`config.mk`:
```
export PLATFORM = sky130hd
export DESIGN_NAME = rsl_scan_latch
export DESIGN_NICKNAME = d
export VERILOG_FILES = /design/src/core/rsl_pkg.sv /design/src/core/rsl_scan_latch.sv
export SDC_FILE = /design/constraint.sdc
export NUM_CORES = 1
export LEC_CHECK = 0
export ABC_AREA = 1
export BUFFER_PORTS_ARGS = -buffer_cell sky130_fd_sc_hd__buf_2
export CORE_MARGIN = 4
export CORE_UTILIZATION = 58
export CTS_CLUSTER_DIAMETER = 30
export DETAILED_ROUTE_END_ITERATION = 12
export GPL_ROUTABILITY_DRIVEN = 0
export PLACE_DENSITY = 0.75
export SLEW_MARGIN = 20
export SYNTH_ARGS = -nofsm -noshare
export SYNTH_HDL_FRONTEND = slang
export SYNTH_SLANG_ARGS = --single-unit
export TNS_END_PERCENT = 50
```
`constraint.sdc`:
```
create_clock -name aclk -period 7 [get_ports aclk]
set_clock_uncertainty 0.1 [all_clocks]
set_input_delay 1.05 -clock aclk [delete_from_list [all_inputs] [get_ports aclk]]
set_output_delay 1.05 -clock aclk [all_outputs]
set_load 0.02 [all_outputs]
```
`src/core/rsl_pkg.sv`:
```
// Package with register map, timing constants and scan phases for the scan latch block
package rsl_pkg;
   // ****************************************
   // Register byte offsets
   // ****************************************
   localparam logic [7:0] ADDR_CTRL = 8'h00;
   localparam logic [7:0] ADDR_STATUS = 8'h04;
   localparam logic [7:0] ADDR_IRQ_STAT = 8'h08;
   localparam logic [7:0] ADDR_IRQ_MASK = 8'h0C;
   localparam logic [7:0] ADDR_SCAN_CUR = 8'h10;
   localparam logic [7:0] ADDR_SCAN_MAX = 8'h14;
   localparam logic [7:0] ADDR_WDT_LIMIT = 8'h18;
   // ****************************************
   // Field positions
   // ****************************************
   localparam int CTRL_RUN_BIT = 0;
   localparam int CTRL_RST_CONN_BIT = 1;
   localparam int CTRL_MAX_CLR_BIT = 2;
   localparam int IRQ_SCAN_DONE_BIT = 0;
   localparam int IRQ_WDT_BIT = 1;
   localparam int IRQ_OUT_RISE_BIT = 2;
   // ****************************************
   // Reset values
   // ****************************************
   localparam logic [2:0] CTRL_RESET = 3'h0;
   localparam logic [2:0] IRQ_MASK_RESET = 3'h0;
   localparam logic [31:0] WDT_LIMIT_RESET = 32'h0001_0000;
   // ****************************************
   // Timing
   // ****************************************
   localparam int CLK_PERIOD_PS = 8000;
   localparam int END_PROC_MIN_US = 1000;
   localparam int END_PROC_CYCLES = (END_PROC_MIN_US * 1000000 + CLK_PERIOD_PS - 1) / CLK_PERIOD_PS;
   localparam int EVAL_STEPS = 3;
   localparam logic [1:0] AXI_OKAY = 2'h0;
   localparam logic [1:0] AXI_SLVERR = 2'h2;
   typedef enum logic [2:0] {RSL_IDLE, RSL_INPUT, RSL_EVAL, RSL_CHECK, RSL_END} rsl_phase_t;
endpackage

```
`src/core/rsl_scan_latch.sv`:
```
// Scan-cycle framework with a reset-dominant set/reset latch and AXI4-Lite registers
`timescale 1ns/100ps
// Overview of operation
// Set alone drives output high
// Reset asserted drives output low
// Both asserted: reset wins, output low
// Neither asserted: output keeps previous value
// Unconnected reset reads as deasserted
// Output stays high after set drops
// Reset released with set held: high
// Repeat input, evaluate, check while running
// Store each scan duration as current
// Keep largest scan duration seen
// Evaluate blocks in order from inputs
// Overrun of watchdog limit flags, resets
// End-of-scan housekeeping lasts one millisecond minimum
// Latch updates once per scan only
module rsl_scan_latch #(
   parameter int END_CYCLES = rsl_pkg::END_PROC_CYCLES
)(
   input wire logic aclk,
   input wire logic aresetn,
   input wire logic set_in,
   input wire logic reset_in,
   output logic latch_out,
   output logic scan_done,
   output logic wdt_error,
   output logic irq,
   input wire logic [7:0] s_axi_awaddr,
   input wire logic s_axi_awvalid,
   output logic s_axi_awready,
   input wire logic [31:0] s_axi_wdata,
   input wire logic [3:0] s_axi_wstrb,
   input wire logic s_axi_wvalid,
   output logic s_axi_wready,
   output logic [1:0] s_axi_bresp,
   output logic s_axi_bvalid,
   input wire logic s_axi_bready,
   input wire logic [7:0] s_axi_araddr,
   input wire logic s_axi_arvalid,
   output logic s_axi_arready,
   output logic [31:0] s_axi_rdata,
   output logic [1:0] s_axi_rresp,
   output logic s_axi_rvalid,
   input wire logic s_axi_rready
);
   // ****************************************
   // Input synchronisers
   // ****************************************
   logic [2:0] set_sync, rst_sync;
   logic set_q, rst_q;
   always_ff @(posedge aclk)
   begin
      if (!aresetn)
      begin
         set_sync <= 3'h0;
         rst_sync <= 3'h0;
         set_q <= 1'b0;
         rst_q <= 1'b0;
      end
      else
      begin
         set_sync <= {set_sync[1:0], set_in};
         rst_sync <= {rst_sync[1:0], reset_in};
         if (set_sync[1] == set_sync[2])
            set_q <= set_sync[2];
         if (rst_sync[1] == rst_sync[2])
            rst_q <= rst_sync[2];
      end
   end
   // ****************************************
   // Registers
   // ****************************************
   logic [2:0] ctrl, irq_stat, irq_mask;
   logic [31:0] wdt_limit, scan_cur, scan_max, scan_cnt, end_cnt;
   logic [1:0] eval_idx;
   logic set_snap, rst_snap, eval_set, eval_rst, wdt_hit, out_rise;
   rsl_pkg::rsl_phase_t phase;
   // AXI write path: address and data latched in either order
   logic aw_held, w_held, wr_fire;
   logic [7:0] aw_addr;
   logic [31:0] w_data;
   logic [3:0] w_strb;
   assign wr_fire = aw_held && w_held && !s_axi_bvalid;
   function automatic logic addr_ok(input logic [7:0] a);
      addr_ok = (a <= rsl_pkg::ADDR_WDT_LIMIT) && (a[1:0] == 2'h0);
   endfunction
   always_ff @(posedge aclk)
   begin
      if (!aresetn)
      begin
         aw_held <= 1'b0;
         w_held <= 1'b0;
         aw_addr <= 8'h00;
         w_data <= 32'h0000_0000;
         w_strb <= 4'h0;
         s_axi_awready <= 1'b0;
         s_axi_wready <= 1'b0;
         s_axi_bvalid <= 1'b0;
         s_axi_bresp <= rsl_pkg::AXI_OKAY;
      end
      else
      begin
         s_axi_awready <= !aw_held && !s_axi_awready && s_axi_awvalid;
         s_axi_wready <= !w_held && !s_axi_wready && s_axi_wvalid;
         if (s_axi_awvalid && s_axi_awready)
         begin
            aw_held <= 1'b1;
            aw_addr <= s_axi_awaddr;
         end
         if (s_axi_wvalid && s_axi_wready)
         begin
            w_held <= 1'b1;
            w_data <= s_axi_wdata;
            w_strb <= s_axi_wstrb;
         end
         if (wr_fire)
         begin
            s_axi_bvalid <= 1'b1;
            s_axi_bresp <= addr_ok(aw_addr) ? rsl_pkg::AXI_OKAY : rsl_pkg::AXI_SLVERR;
            aw_held <= 1'b0;
            w_held <= 1'b0;
         end
         else if (s_axi_bvalid && s_axi_bready)
            s_axi_bvalid <= 1'b0;
      end
   end
   // Control, mask and watchdog limit; byte lane 0 carries narrow fields
   always_ff @(posedge aclk)
   begin
      if (!aresetn)
      begin
         ctrl <= rsl_pkg::CTRL_RESET;
         irq_mask <= rsl_pkg::IRQ_MASK_RESET;
         wdt_limit <= rsl_pkg::WDT_LIMIT_RESET;
      end
      else
      begin
         if (wr_fire && aw_addr == rsl_pkg::ADDR_CTRL && w_strb[0])
            ctrl <= w_data[2:0];
         else
            ctrl[rsl_pkg::CTRL_MAX_CLR_BIT] <= 1'b0;
         if (wr_fire && aw_addr == rsl_pkg::ADDR_IRQ_MASK && w_strb[0])
            irq_mask <= w_data[2:0];
         if (wr_fire && aw_addr == rsl_pkg::ADDR_WDT_LIMIT)
         begin
            for (int i = 0; i < 4; i++)
            begin
               if (w_strb[i])
                  wdt_limit[i*8 +: 8] <= w_data[i*8 +: 8];
            end
         end
      end
   end
   // Sticky status; a new event wins over a write-one clear
   logic [2:0] evt, w1c;
   assign evt = {out_rise, wdt_hit, scan_done};
   assign w1c = (wr_fire && aw_addr == rsl_pkg::ADDR_IRQ_STAT && w_strb[0]) ? w_data[2:0] : 3'h0;
   always_ff @(posedge aclk)
   begin
      if (!aresetn)
      begin
         irq_stat <= 3'h0;
         irq <= 1'b0;
      end
      else
      begin
         irq_stat <= (irq_stat & ~w1c) | evt;
         irq <= |(((irq_stat & ~w1c) | evt) & irq_mask);
      end
   end
   // Read path
   always_ff @(posedge aclk)
   begin
      if (!aresetn)
      begin
         s_axi_arready <= 1'b0;
         s_axi_rvalid <= 1'b0;
         s_axi_rdata <= 32'h0000_0000;
         s_axi_rresp <= rsl_pkg::AXI_OKAY;
      end
      else
      begin
         s_axi_arready <= !s_axi_arready && !s_axi_rvalid && s_axi_arvalid;
         if (s_axi_arvalid && s_axi_arready)
         begin
            s_axi_rvalid <= 1'b1;
            s_axi_rresp <= addr_ok(s_axi_araddr) ? rsl_pkg::AXI_OKAY : rsl_pkg::AXI_SLVERR;
            unique case (s_axi_araddr)
               rsl_pkg::ADDR_CTRL: s_axi_rdata <= {29'h0, ctrl};
               rsl_pkg::ADDR_STATUS: s_axi_rdata <= {27'h0, phase, wdt_error, latch_out};
               rsl_pkg::ADDR_IRQ_STAT: s_axi_rdata <= {29'h0, irq_stat};
               rsl_pkg::ADDR_IRQ_MASK: s_axi_rdata <= {29'h0, irq_mask};
               rsl_pkg::ADDR_SCAN_CUR: s_axi_rdata <= scan_cur;
               rsl_pkg::ADDR_SCAN_MAX: s_axi_rdata <= scan_max;
               rsl_pkg::ADDR_WDT_LIMIT: s_axi_rdata <= wdt_limit;
               default: s_axi_rdata <= 32'h0000_0000;
            endcase
         end
         else if (s_axi_rvalid && s_axi_rready)
            s_axi_rvalid <= 1'b0;
      end
   end
   // ****************************************
   // Scan sequencer
   // ****************************************
   // Watchdog overrun acts as a system reset of scan state and latch
   assign wdt_hit = (phase != rsl_pkg::RSL_IDLE) && (scan_cnt >= wdt_limit);
   always_ff @(posedge aclk)
   begin
      if (!aresetn)
      begin
         phase <= rsl_pkg::RSL_IDLE;
         scan_cnt <= 32'h0000_0000;
         end_cnt <= 32'h0000_0000;
         eval_idx <= 2'h0;
         set_snap <= 1'b0;
         rst_snap <= 1'b0;
         eval_set <= 1'b0;
         eval_rst <= 1'b0;
         scan_done <= 1'b0;
         wdt_error <= 1'b0;
      end
      else
      begin
         scan_done <= 1'b0;
         if (wdt_hit)
         begin
            phase <= rsl_pkg::RSL_IDLE;
            wdt_error <= 1'b1;
            scan_cnt <= 32'h0000_0000;
         end
         else
         begin
            if (phase != rsl_pkg::RSL_IDLE)
               scan_cnt <= scan_cnt + 32'h0000_0001;
            unique case (phase)
               rsl_pkg::RSL_IDLE:
               begin
                  scan_cnt <= 32'h0000_0000;
                  if (ctrl[rsl_pkg::CTRL_RUN_BIT])
                  begin
                     phase <= rsl_pkg::RSL_INPUT;
                     wdt_error <= 1'b0;
                  end
               end
               rsl_pkg::RSL_INPUT:
               begin
                  // Inputs frozen for the whole scan
                  set_snap <= set_q;
                  rst_snap <= rst_q && ctrl[rsl_pkg::CTRL_RST_CONN_BIT];
                  eval_idx <= 2'h0;
                  phase <= rsl_pkg::RSL_EVAL;
               end
               rsl_pkg::RSL_EVAL:
               begin
                  // Input stage, then gating stage, in fixed order
                  unique case (eval_idx)
                     2'h0: eval_set <= set_snap;
                     2'h1: eval_rst <= rst_snap;
                     default: ;
                  endcase
                  eval_idx <= eval_idx + 2'h1;
                  if (eval_idx == 2'(rsl_pkg::EVAL_STEPS - 1))
                     phase <= rsl_pkg::RSL_CHECK;
               end
               rsl_pkg::RSL_CHECK:
               begin
                  end_cnt <= 32'h0000_0000;
                  phase <= rsl_pkg::RSL_END;
               end
               rsl_pkg::RSL_END:
               begin
                  end_cnt <= end_cnt + 32'h0000_0001;
                  if (end_cnt >= 32'(END_CYCLES - 1))
                  begin
                     scan_done <= 1'b1;
                     // Each scan timed from zero, else the watchdog sees the whole run
                     scan_cnt <= 32'h0000_0000;
                     phase <= ctrl[rsl_pkg::CTRL_RUN_BIT] ? rsl_pkg::RSL_INPUT : rsl_pkg::RSL_IDLE;
                  end
               end
            endcase
         end
      end
   end
   // ****************************************
   // Scan time capture
   // ****************************************
   always_ff @(posedge aclk)
   begin
      if (!aresetn)
      begin
         scan_cur <= 32'h0000_0000;
         scan_max <= 32'h0000_0000;
      end
      else
      begin
         if (phase == rsl_pkg::RSL_END && end_cnt >= 32'(END_CYCLES - 1))
         begin
            scan_cur <= scan_cnt + 32'h0000_0001;
            if (scan_cnt + 32'h0000_0001 > scan_max || ctrl[rsl_pkg::CTRL_MAX_CLR_BIT])
               scan_max <= scan_cnt + 32'h0000_0001;
         end
         else if (ctrl[rsl_pkg::CTRL_MAX_CLR_BIT])
            scan_max <= 32'h0000_0000;
      end
   end
   // ****************************************
   // Reset-dominant latch
   // ****************************************
   // Updated only at the check phase, once per scan; a watchdog overrun clears it in any phase
   always_ff @(posedge aclk)
   begin
      if (!aresetn || wdt_hit)
      begin
         latch_out <= 1'b0;
         out_rise <= 1'b0;
      end
      else
      begin
         out_rise <= 1'b0;
         if (phase == rsl_pkg::RSL_CHECK)
         begin
            if (eval_rst)
               latch_out <= 1'b0;
            else if (eval_set)
            begin
               latch_out <= 1'b1;
               out_rise <= !latch_out;
            end
            // Neither: holds R4 R6
         end
      end
   end
endmodule

```
Yosys cells after proc, flatten, opt, wreduce, memory -nomap -nowiden
Cells that the tools add are included.
{ "totals": {"word_cells": 175, "input_bits": 61, "regBits": 278} }
{ "classes": {"order_cmp": 5, "n_eq_ne": 21, "reduce_logical": 70, "mux": 27, "n_bitwise": 9, "n_addsub": 3} }
{ "op_table": {"columns": ["cell", "n"], "rows": [
  ["32-bit case mux with 7 select lines", 1],
  ["32-bit 2-to-1 mux", 5],
  ["32-bit case mux with 2 select lines", 2],
  ["32-bit by 1-bit adder with 32-bit output, second input constant", 2],
  ["8-bit by 4-bit equality test with 1-bit output, second input constant", 4],
  ["8-bit by 5-bit equality test with 1-bit output, second input constant", 4],
  ["32-bit by 17-bit greater-or-equal comparator with 1-bit output, second input constant", 1],
  ["32-bit greater-or-equal comparator", 1],
  ["32-bit greater-than comparator", 1],
  ["1-bit logical AND", 25],
  ["2-bit AND reduction", 11],
  ["8-bit by 5-bit <= comparator with 1-bit output, second input constant", 2],
  ["8-bit zero test", 2],
  ["2-bit nonzero test", 8],
  ["3-bit case mux with 5 select lines", 1],
  ["3-bit 2-to-1 mux", 4],
  ["1-bit 2-to-1 mux", 11],
  ["1-bit zero test", 9],
  ["3-bit AND reduction", 3],
  ["8-bit by 3-bit equality test with 1-bit output, second input constant", 1],
  ["3-bit AND", 2],
  ["3-bit by 2-bit equality test with 1-bit output, second input constant", 2],
  ["2-bit zero test", 3],
  ["2-bit != test, second input constant", 3],
  ["18 further kinds", 27]
]} }

Logic depth before layout (Yosys ltp)
Gate-level depths: netlist of run 1.
{ "logic_depth": {"ltp_word": 10, "depth_mapped": 24, "depth_no_buf": 23} }

Worst setup path after synthesis of run 1
No wires, ideal clock.
{ "synth_path": {"kind": "register to register", "startpoint": "reg scan_cnt[0]", "endpoint": "reg scan_max[20]", "path_slack_ns": 4.104, "t_required_ns": 6.836, "period_less_slack_ns": 2.896, "t_arrival_ns": 2.732, "path_stages_with_launch": 24, "path_buffers": 1, "path_cell_list": "dfxtp_1 ha_1 nand2_1 nor2_2 nand2_2 nor2_2 and3_1 nand2_1 nand2_1 nand2_1 ha_1 nand2_1 nor2_1 nand2_1 inv_1 nand2_1 nor3b_1 nor2_2 nand2_2 nand2_4 buf_4 nand2_1 nand2_1 nor2_1"} }
{ "synth_via": {"elab_chain_cells": 5} }
{ "synth_rtl": {"columns": ["item", "line", "rtl"], "rows": [
  ["start: declaration", "rsl_scan_latch.sv:75", "logic [31:0] wdt_limit, scan_cur, scan_max, scan_cnt, end_cnt;"],
  ["start signal: assignment", "rsl_scan_latch.sv:236", "scan_cnt <= scan_cnt + 32'h0000_0001;"],
  ["32-bit by 1-bit adder with 32-bit output (*)", "rsl_scan_latch.sv:302, rsl_scan_latch.sv:303", null],
  ["32-bit greater-than comparator", "rsl_scan_latch.sv:302", "if (scan_cnt + 32'h0000_0001 > scan_max || ctrl[rsl_pkg::CTRL_MAX_CLR_BIT])"],
  ["1-bit logical OR", "rsl_scan_latch.sv:302", null],
  ["2-bit by 1-bit != test with 1-bit output (no source line)", null, null],
  ["2-bit AND reduction (no source line)", null, null],
  ["end signal: assignment", "rsl_scan_latch.sv:303", "scan_max <= scan_cnt + 32'h0000_0001;"],
  ["end: declaration", "rsl_scan_latch.sv:75", null]
]} }
Mark *: on every way between the ends. The rest lies on a longest branch, timed or not. The select of a mux whose other input is x is not followed.
A chain may end at the register's enable or synchronous reset.

Final worst setup path of run 1
{ "layout_path": {"startpoint": "reg scan_cnt[0]", "endpoint": "reg scan_max[25]"} }
Same word-level chain as after synthesis.

==> results of run 1 <==
## routing by layer
| metal | up-vias | share of wire | track usage | wire [um] |
|---|---|---|---|---|
| li1 | 6836 | - | - | - |
| met1 | 6316 | 0.44 | 0.391 | 17300 |
| met2 | 519 | 0.46 | 0.478 | 18100 |
| met3 | 82 | 0.077 | 0.0454 | 3030 |
| met4 | 2 | 0.023 | 0.0900 | 894 |
| met5 | - | 0.00033 | 0 | 13 |
## final timing paths
kind	startpoint	endpoint	slack (ns)	depth (start not counted)
setup reg to reg	scan_cnt[0]$_SDFF_PP0_	scan_max[25]$_SDFFE_PN0P_	2.99	18
setup / recovery	scan_cnt[0]$_SDFF_PP0_	scan_max[25]$_SDFFE_PN0P_	2.99	18
hold / removal	set_sync[0]$_SDFF_PN0_	set_sync[1]$_SDFF_PN0_	0.31	2
hold reg to reg	set_sync[0]$_SDFF_PN0_	set_sync[1]$_SDFF_PN0_	0.31	2
## state kept, by name (all words and copies together), names as in the netlist, 3 cells and up
signal,flops
aw_addr,8
wdt_limit,32
w_data,32
phase,3
scan_cur,32
s_axi_rdata,32
set_sync,3
rst_sync,3
w_strb,4
scan_max,32
irq_mask,3
ctrl,3
scan_cnt,32
end_cnt,32
irq_stat,3
## Yosys cell counts, types with 14 or more instances
library cell	n	area (um2)
nor3_1	41	205
a21oi_1	189	946
nor2_1	301	1130
o221ai_1	27	236
inv_1	207	777
xor2_1	33	289
nand2_1	508	1910
nand3_1	96	480
clkbuf_1	44	165
o21ai_0	118	591
nand4_1	14	87.6
a211oi_1	14	105
buf_2	19	95.1
ha_1	69	863
dfxtp_1	276	5530
## cells by family (layout without fill, tap and decap cells)
group                    after synthesis  after routing  synth area share
AO/OA/AOI/OAI                        369            369             0.145
AND/OR/NAND/NOR                      999            999             0.290
buffers and inverters                301            426            0.0896
flip-flops                           276            276             0.390
other                                  1              2          0.000265
XOR/XNOR                              40             40            0.0247
adder cells (fa/ha/maj)               69             69            0.0609
## stage by stage
step	utilization	hold slack (ns)	instance area, um2	setup slack [ns]	total power [mW]
6_report	0.698	0.309	16600	2.99	4.32
5_1_grt	0.698	0.331	16600	2.63	4.45
4_1_cts	0.698	0.308	16600	3.06	4.34
3_5_place_dp	0.619	0.296	14700	3.10	1.76
3_3_place_gp	0.619	0.301	14700	3.19	1.76
2_1_floorplan	-	0.290	14200	4.10	1.71
## critical path: stages (launching register included)
cell and delay (ns):
dfxtp_1 0.41, ha_1 0.22, nand2_1 0.09, nor2_2 0.17, nand2_1 0.12, nor3_1 0.45, nand2_1 0.17, xor2_1 0.32
ha_1 0.29, nand2_1 0.06, nor2_1 0.04, nand2_1 0.07, inv_1 0.07, a21oi_1 0.27, nand2_1 0.11, nand2_2 0.21
nand2_4 0.39, and2_1 0.29, nor2_1 0.08
## layout make-up
type	count	area share
multi-input cells	1479	0.446
inverters	212	0.0482
clock inverters	36	0.0244
well taps	319	0.0241
flip-flops and latches	276	0.333
repair buffers	112	0.0353
clock buffers	66	0.0885
## power by group
group          switching [mW]  internal [mW]  total [mW]
logic                  0.0892         0.0391       0.128
clock network           0.921           1.67        2.59
registers             0.00900           1.59        1.60
==> impl_metrics.ini, run 1 <==
[layout]
final_common_cell = nand2_1
fill_cells = 2028
mostFrequentLayoutCells = nand2_1, nor2_1, dfxtp_1
diodes = 0
regArea_mm2 = 0.00553
fin_nets = 2265
finalNonFillerCells = 2500
area_growth_pct = 17.0
drive_gt1_frac = 0.112
multi_input_comb_area_mm2 = 0.00740

[power_and_ir_drop]
power.density_mw_per_mm2 = 260
peakVddDrop_mv = 0.217
power.leakage_nw = 6.78

[sta]
setup_tns_ns = 0
worst_pin_slew_ns = 1.13
finalMaxSlewViolations = 0
period_needed_ns = 4.01
grt_setup_unrepaired = no
slew_headroom = 0.250
fin_crit_sh = 0.573
clock.fmax_mhz = 249
hold_violations = 0
setup_viol = 0

[clock_network]
cts_buffers = 54
cts_setup_buffers = 0
hold_buffers = 0
post_cts_resized = 0
clk_path_buf_depth = 3
clkTransAtPathRegs_ns = 0.05
cts_root_buf = clkbuf_16
htreeDepth = 2
cts_tree = built
cts.sinks = 276
insertion_delay_ns = 0.57

[min_path]
hp-class = flop to flop

[die]
num_rows = 56
start_util = 0.597
coreArea_mm2 = 0.0238
die_y_um = 164
die_area_mm2 = 0.0270
io_pins = 106
die_x_um = 164

[yosys]
dominantRegCellSynth = dfxtp_1
async_flop_share = 0
yosysSeqAreaShare = 0.390
ys_warn_count = 0
syn_area_mm2 = 0.0142
yosysUniqueCellTypes = 46
postSynthRegisterBits = 276
syn_inst = 2055
synth-edff-count = 0
synth.avg_cell_area_um2 = 6.90

[placed_design]
io_buffers = 103
dp_hpwl_um = 27300
place_inst = 2398

[routing]
drcViolationCount = 0
drtAntennaViolNets = 0
routed_wl_um = 39300
vias = 13800
vias_per_cell = 5.50
drt_iter0_drc = 1175
wl_per_cell_um = 15.7
firstDrtPassIters = 5

[global_routing]
grt_use_total = 0.289
grt_pass1_vias = 13000
gr-total-overflow = 0
grt_max_degree = 80
antenna_found_initial = 1
grt_pass1_wl_um = 63800

[worst_setup_path]
worstPathRequired_ns = 7.40
path_max_fanout = 54
cp.arrival_ns = 4.41
start_kind = flop
cp-end-kind = flop
critPathKind = flop to flop

[status]
outcome = complete, no violations

[run]
maxCapViolCount = 0
(Power assumes the default switching activity.)
==> run 2: changes to the inputs <==
==> constraint.sdc (replaced) <==
create_clock -name aclk -period 4.1 [get_ports aclk]
set_clock_uncertainty 0.1 [all_clocks]
set_input_delay 0.615 -clock aclk [delete_from_list [all_inputs] [get_ports aclk]]
set_output_delay 0.615 -clock aclk [all_outputs]
set_load 0.02 [all_outputs]
==> run 2 against run 1 <==
  * Routed wire length grew 1.1%
  * Cell count up 0.64%
  * Global-route usage increased by 0.15 points
  * Clock-buffer cell count increased by 2
  * Maximum frequency up 11%
  * Clock power up 87%
  * Sequential power is 71% higher
  * Design area is 1.7% higher
  * Critical path type unchanged
  * Largest cell class unchanged
==> impl_metrics.ini, run 2 (synthesis results as in run 1) <==
[status]
outcome = complete, no violations

[worst_setup_path]
r2r-end = scan_max[5]$_SDFFE_PN0P_
slowest_stage = dfxtp_1
cp-end-kind = flop
worst-r2r-cell-count = 19
path_cells = inv_1, nor3_1, nand2_1, nor3_1, nand3_1, nand2_1, clkinv_1, ha_1, a21oi_1, nor2_1, nor3_1, nand2_1, a21oi_1, nand2_1, nand2_4, nand2_8, nand2_1, nand2_1, nor2_1
critPathKind = flop to flop
rr_startpoint = scan_cnt[16]$_SDFF_PP0_
critPathMostFrequentCell = nand2_1
worstPathRequired_ns = 4.50
path_max_fanout = 27
cp.arrival_ns = 4.00
cp.depth = 19
start_kind = flop
startpoint = scan_cnt[16]$_SDFF_PP0_
crit_family = simple AND/OR/NAND/NOR gates
slowest_delay_ns = 0.40
cp_num_buf_inv = 2
r2r_slack_ns = 0.50

[power_and_ir_drop]
p_switching_mw = 1.84
peakVddDrop_mv = 0.469
p_comb_frac = 0.028
p_sw_frac = 0.236
internal_power_mw = 5.95
clockPowerShare = 0.621
power.density_mw_per_mm2 = 462
power.leakage_nw = 6.94
pwr-share-seq = 0.351

[layout]
stdcell_area_mm2 = 0.0169
drive_gt1_frac = 0.120
finalNonFillerCells = 2516
mostFrequentLayoutCells = nand2_1, nor2_1, dfxtp_1
area_growth_pct = 19.0
diodes = 0
fin_nets = 2277
fin_util = 0.710
final_common_cell = nand2_1
fill_cells = 1974

[die]
start_util = 0.597
die_y_um = 164
io_pins = 106
die_area_mm2 = 0.0270
coreArea_mm2 = 0.0238
die_x_um = 164
num_rows = 56

[global_routing]
gr-total-overflow = 0
antenna_found_initial = 1
grt_pass1_wl_um = 64200
grt_pass1_vias = 13100
grt_use_total = 0.291
grt_max_degree = 68

[clock_network]
cts_buffers = 58
htreeDepth = 2
cts_tree = built
clk_path_buf_depth = 3
clkTransAtPathRegs_ns = 0.05
insertion_delay_ns = 0.57
cts_setup_buffers = 0
cts_root_buf = clkbuf_16
cts.sinks = 276

[min_path]
min_path_cells = 3
min-delay-start = set_in
hp-class = input port to flop
hold_path_end = set_sync[0]$_SDFF_PN0_

[sta]
setup_tns_ns = 0
finalMaxSlewViolations = 0
grt_setup_unrepaired = no
clock.fmax_mhz = 278
slew_headroom = 0.320
period_needed_ns = 3.60
setup_viol = 0
worst_pin_slew_ns = 1.02
hold_violations = 0
fin_crit_sh = 0.878

[routing]
routed_wl_um = 39700
drtAntennaViolNets = 0
vias_per_cell = 5.49
wl_per_cell_um = 15.8
drt_iter0_drc = 1038
drcViolationCount = 0
vias = 13800
firstDrtPassIters = 5

[placed_design]
place_inst = 2405
dp_hpwl_um = 27400
io_buffers = 103
dpl_cell_area_mm2 = 0.0148

[run]
maxCapViolCount = 0
-- run 2: worst max path at each step --
stage                                     end
finish               scan_max[5]$_SDFFE_PN0P_
global route        scan_max[24]$_SDFFE_PN0P_
CTS                 scan_max[25]$_SDFFE_PN0P_
detailed placement  scan_max[25]$_SDFFE_PN0P_
global placement    scan_max[29]$_SDFFE_PN0P_
floorplan           scan_max[20]$_SDFFE_PN0P_
-- run 2: area by class of cell --
cell class                      instances  area (um2)  share of cell area
Multi-Input combinational cell       1480        7430               0.440
Tap cell                              319         399              0.0237
Timing Repair Buffer                  119         651              0.0386
Clock inverter                         42         465              0.0276
Inverter                              212         798              0.0473
Sequential cell                       276        5530               0.328
Clock buffer                           68        1600              0.0949
-- run 2: power by group through the flow --
stage | logic [mW] | registers [mW] | clock network (mW)
floorplan | 0.140 | 2.79 | 0
global placement | 0.213 | 2.79 | 0
detailed placement | 0.217 | 2.79 | 0
CTS | 0.220 | 2.73 | 4.87
global route | 0.251 | 2.73 | 5.02
finish | 0.221 | 2.73 | 4.84
-- run 2: repair_timing --
action | in CTS | in global routing
endpoints found under the setup margin | 0 | 28
hold buffers | 0 | 0
gates resized for setup | 0 | 4
-- run 2: worst register-to-register path, stage by stage, from the launching register on --
cell      delay (ns)
dfxtp_1         0.40
inv_1           0.14
nor3_1          0.31
nand2_1         0.14
nor3_1          0.24
nand3_1         0.11
nand2_1         0.11
clkinv_1        0.09
ha_1            0.29
a21oi_1         0.16
nor2_1          0.06
nor3_1          0.29
nand2_1         0.12
a21oi_1         0.17
nand2_1         0.12
nand2_4         0.21
nand2_8         0.18
nand2_1         0.15
nand2_1         0.05
nor2_1          0.10
-- run 2: stage by stage --
stage,hold WS [ns],total power [mW],setup slack (ns)
detailed placement,0.300,3.00,0.379
floorplan,0.290,2.93,1.20
global placement,0.298,3.00,0.495
finish,0.148,7.79,0.500
global route,0.162,8.00,0.104
CTS,0.140,7.82,0.374
-- run 2: metal layers --
metal	GRT usage	vias to the layer above	routed length, um
li1	-	6872	-
met1	0.388	6322	17200
met2	0.469	504	18000
met3	0.0605	112	3170
met4	0.102	2	1320
met5	0	-	14
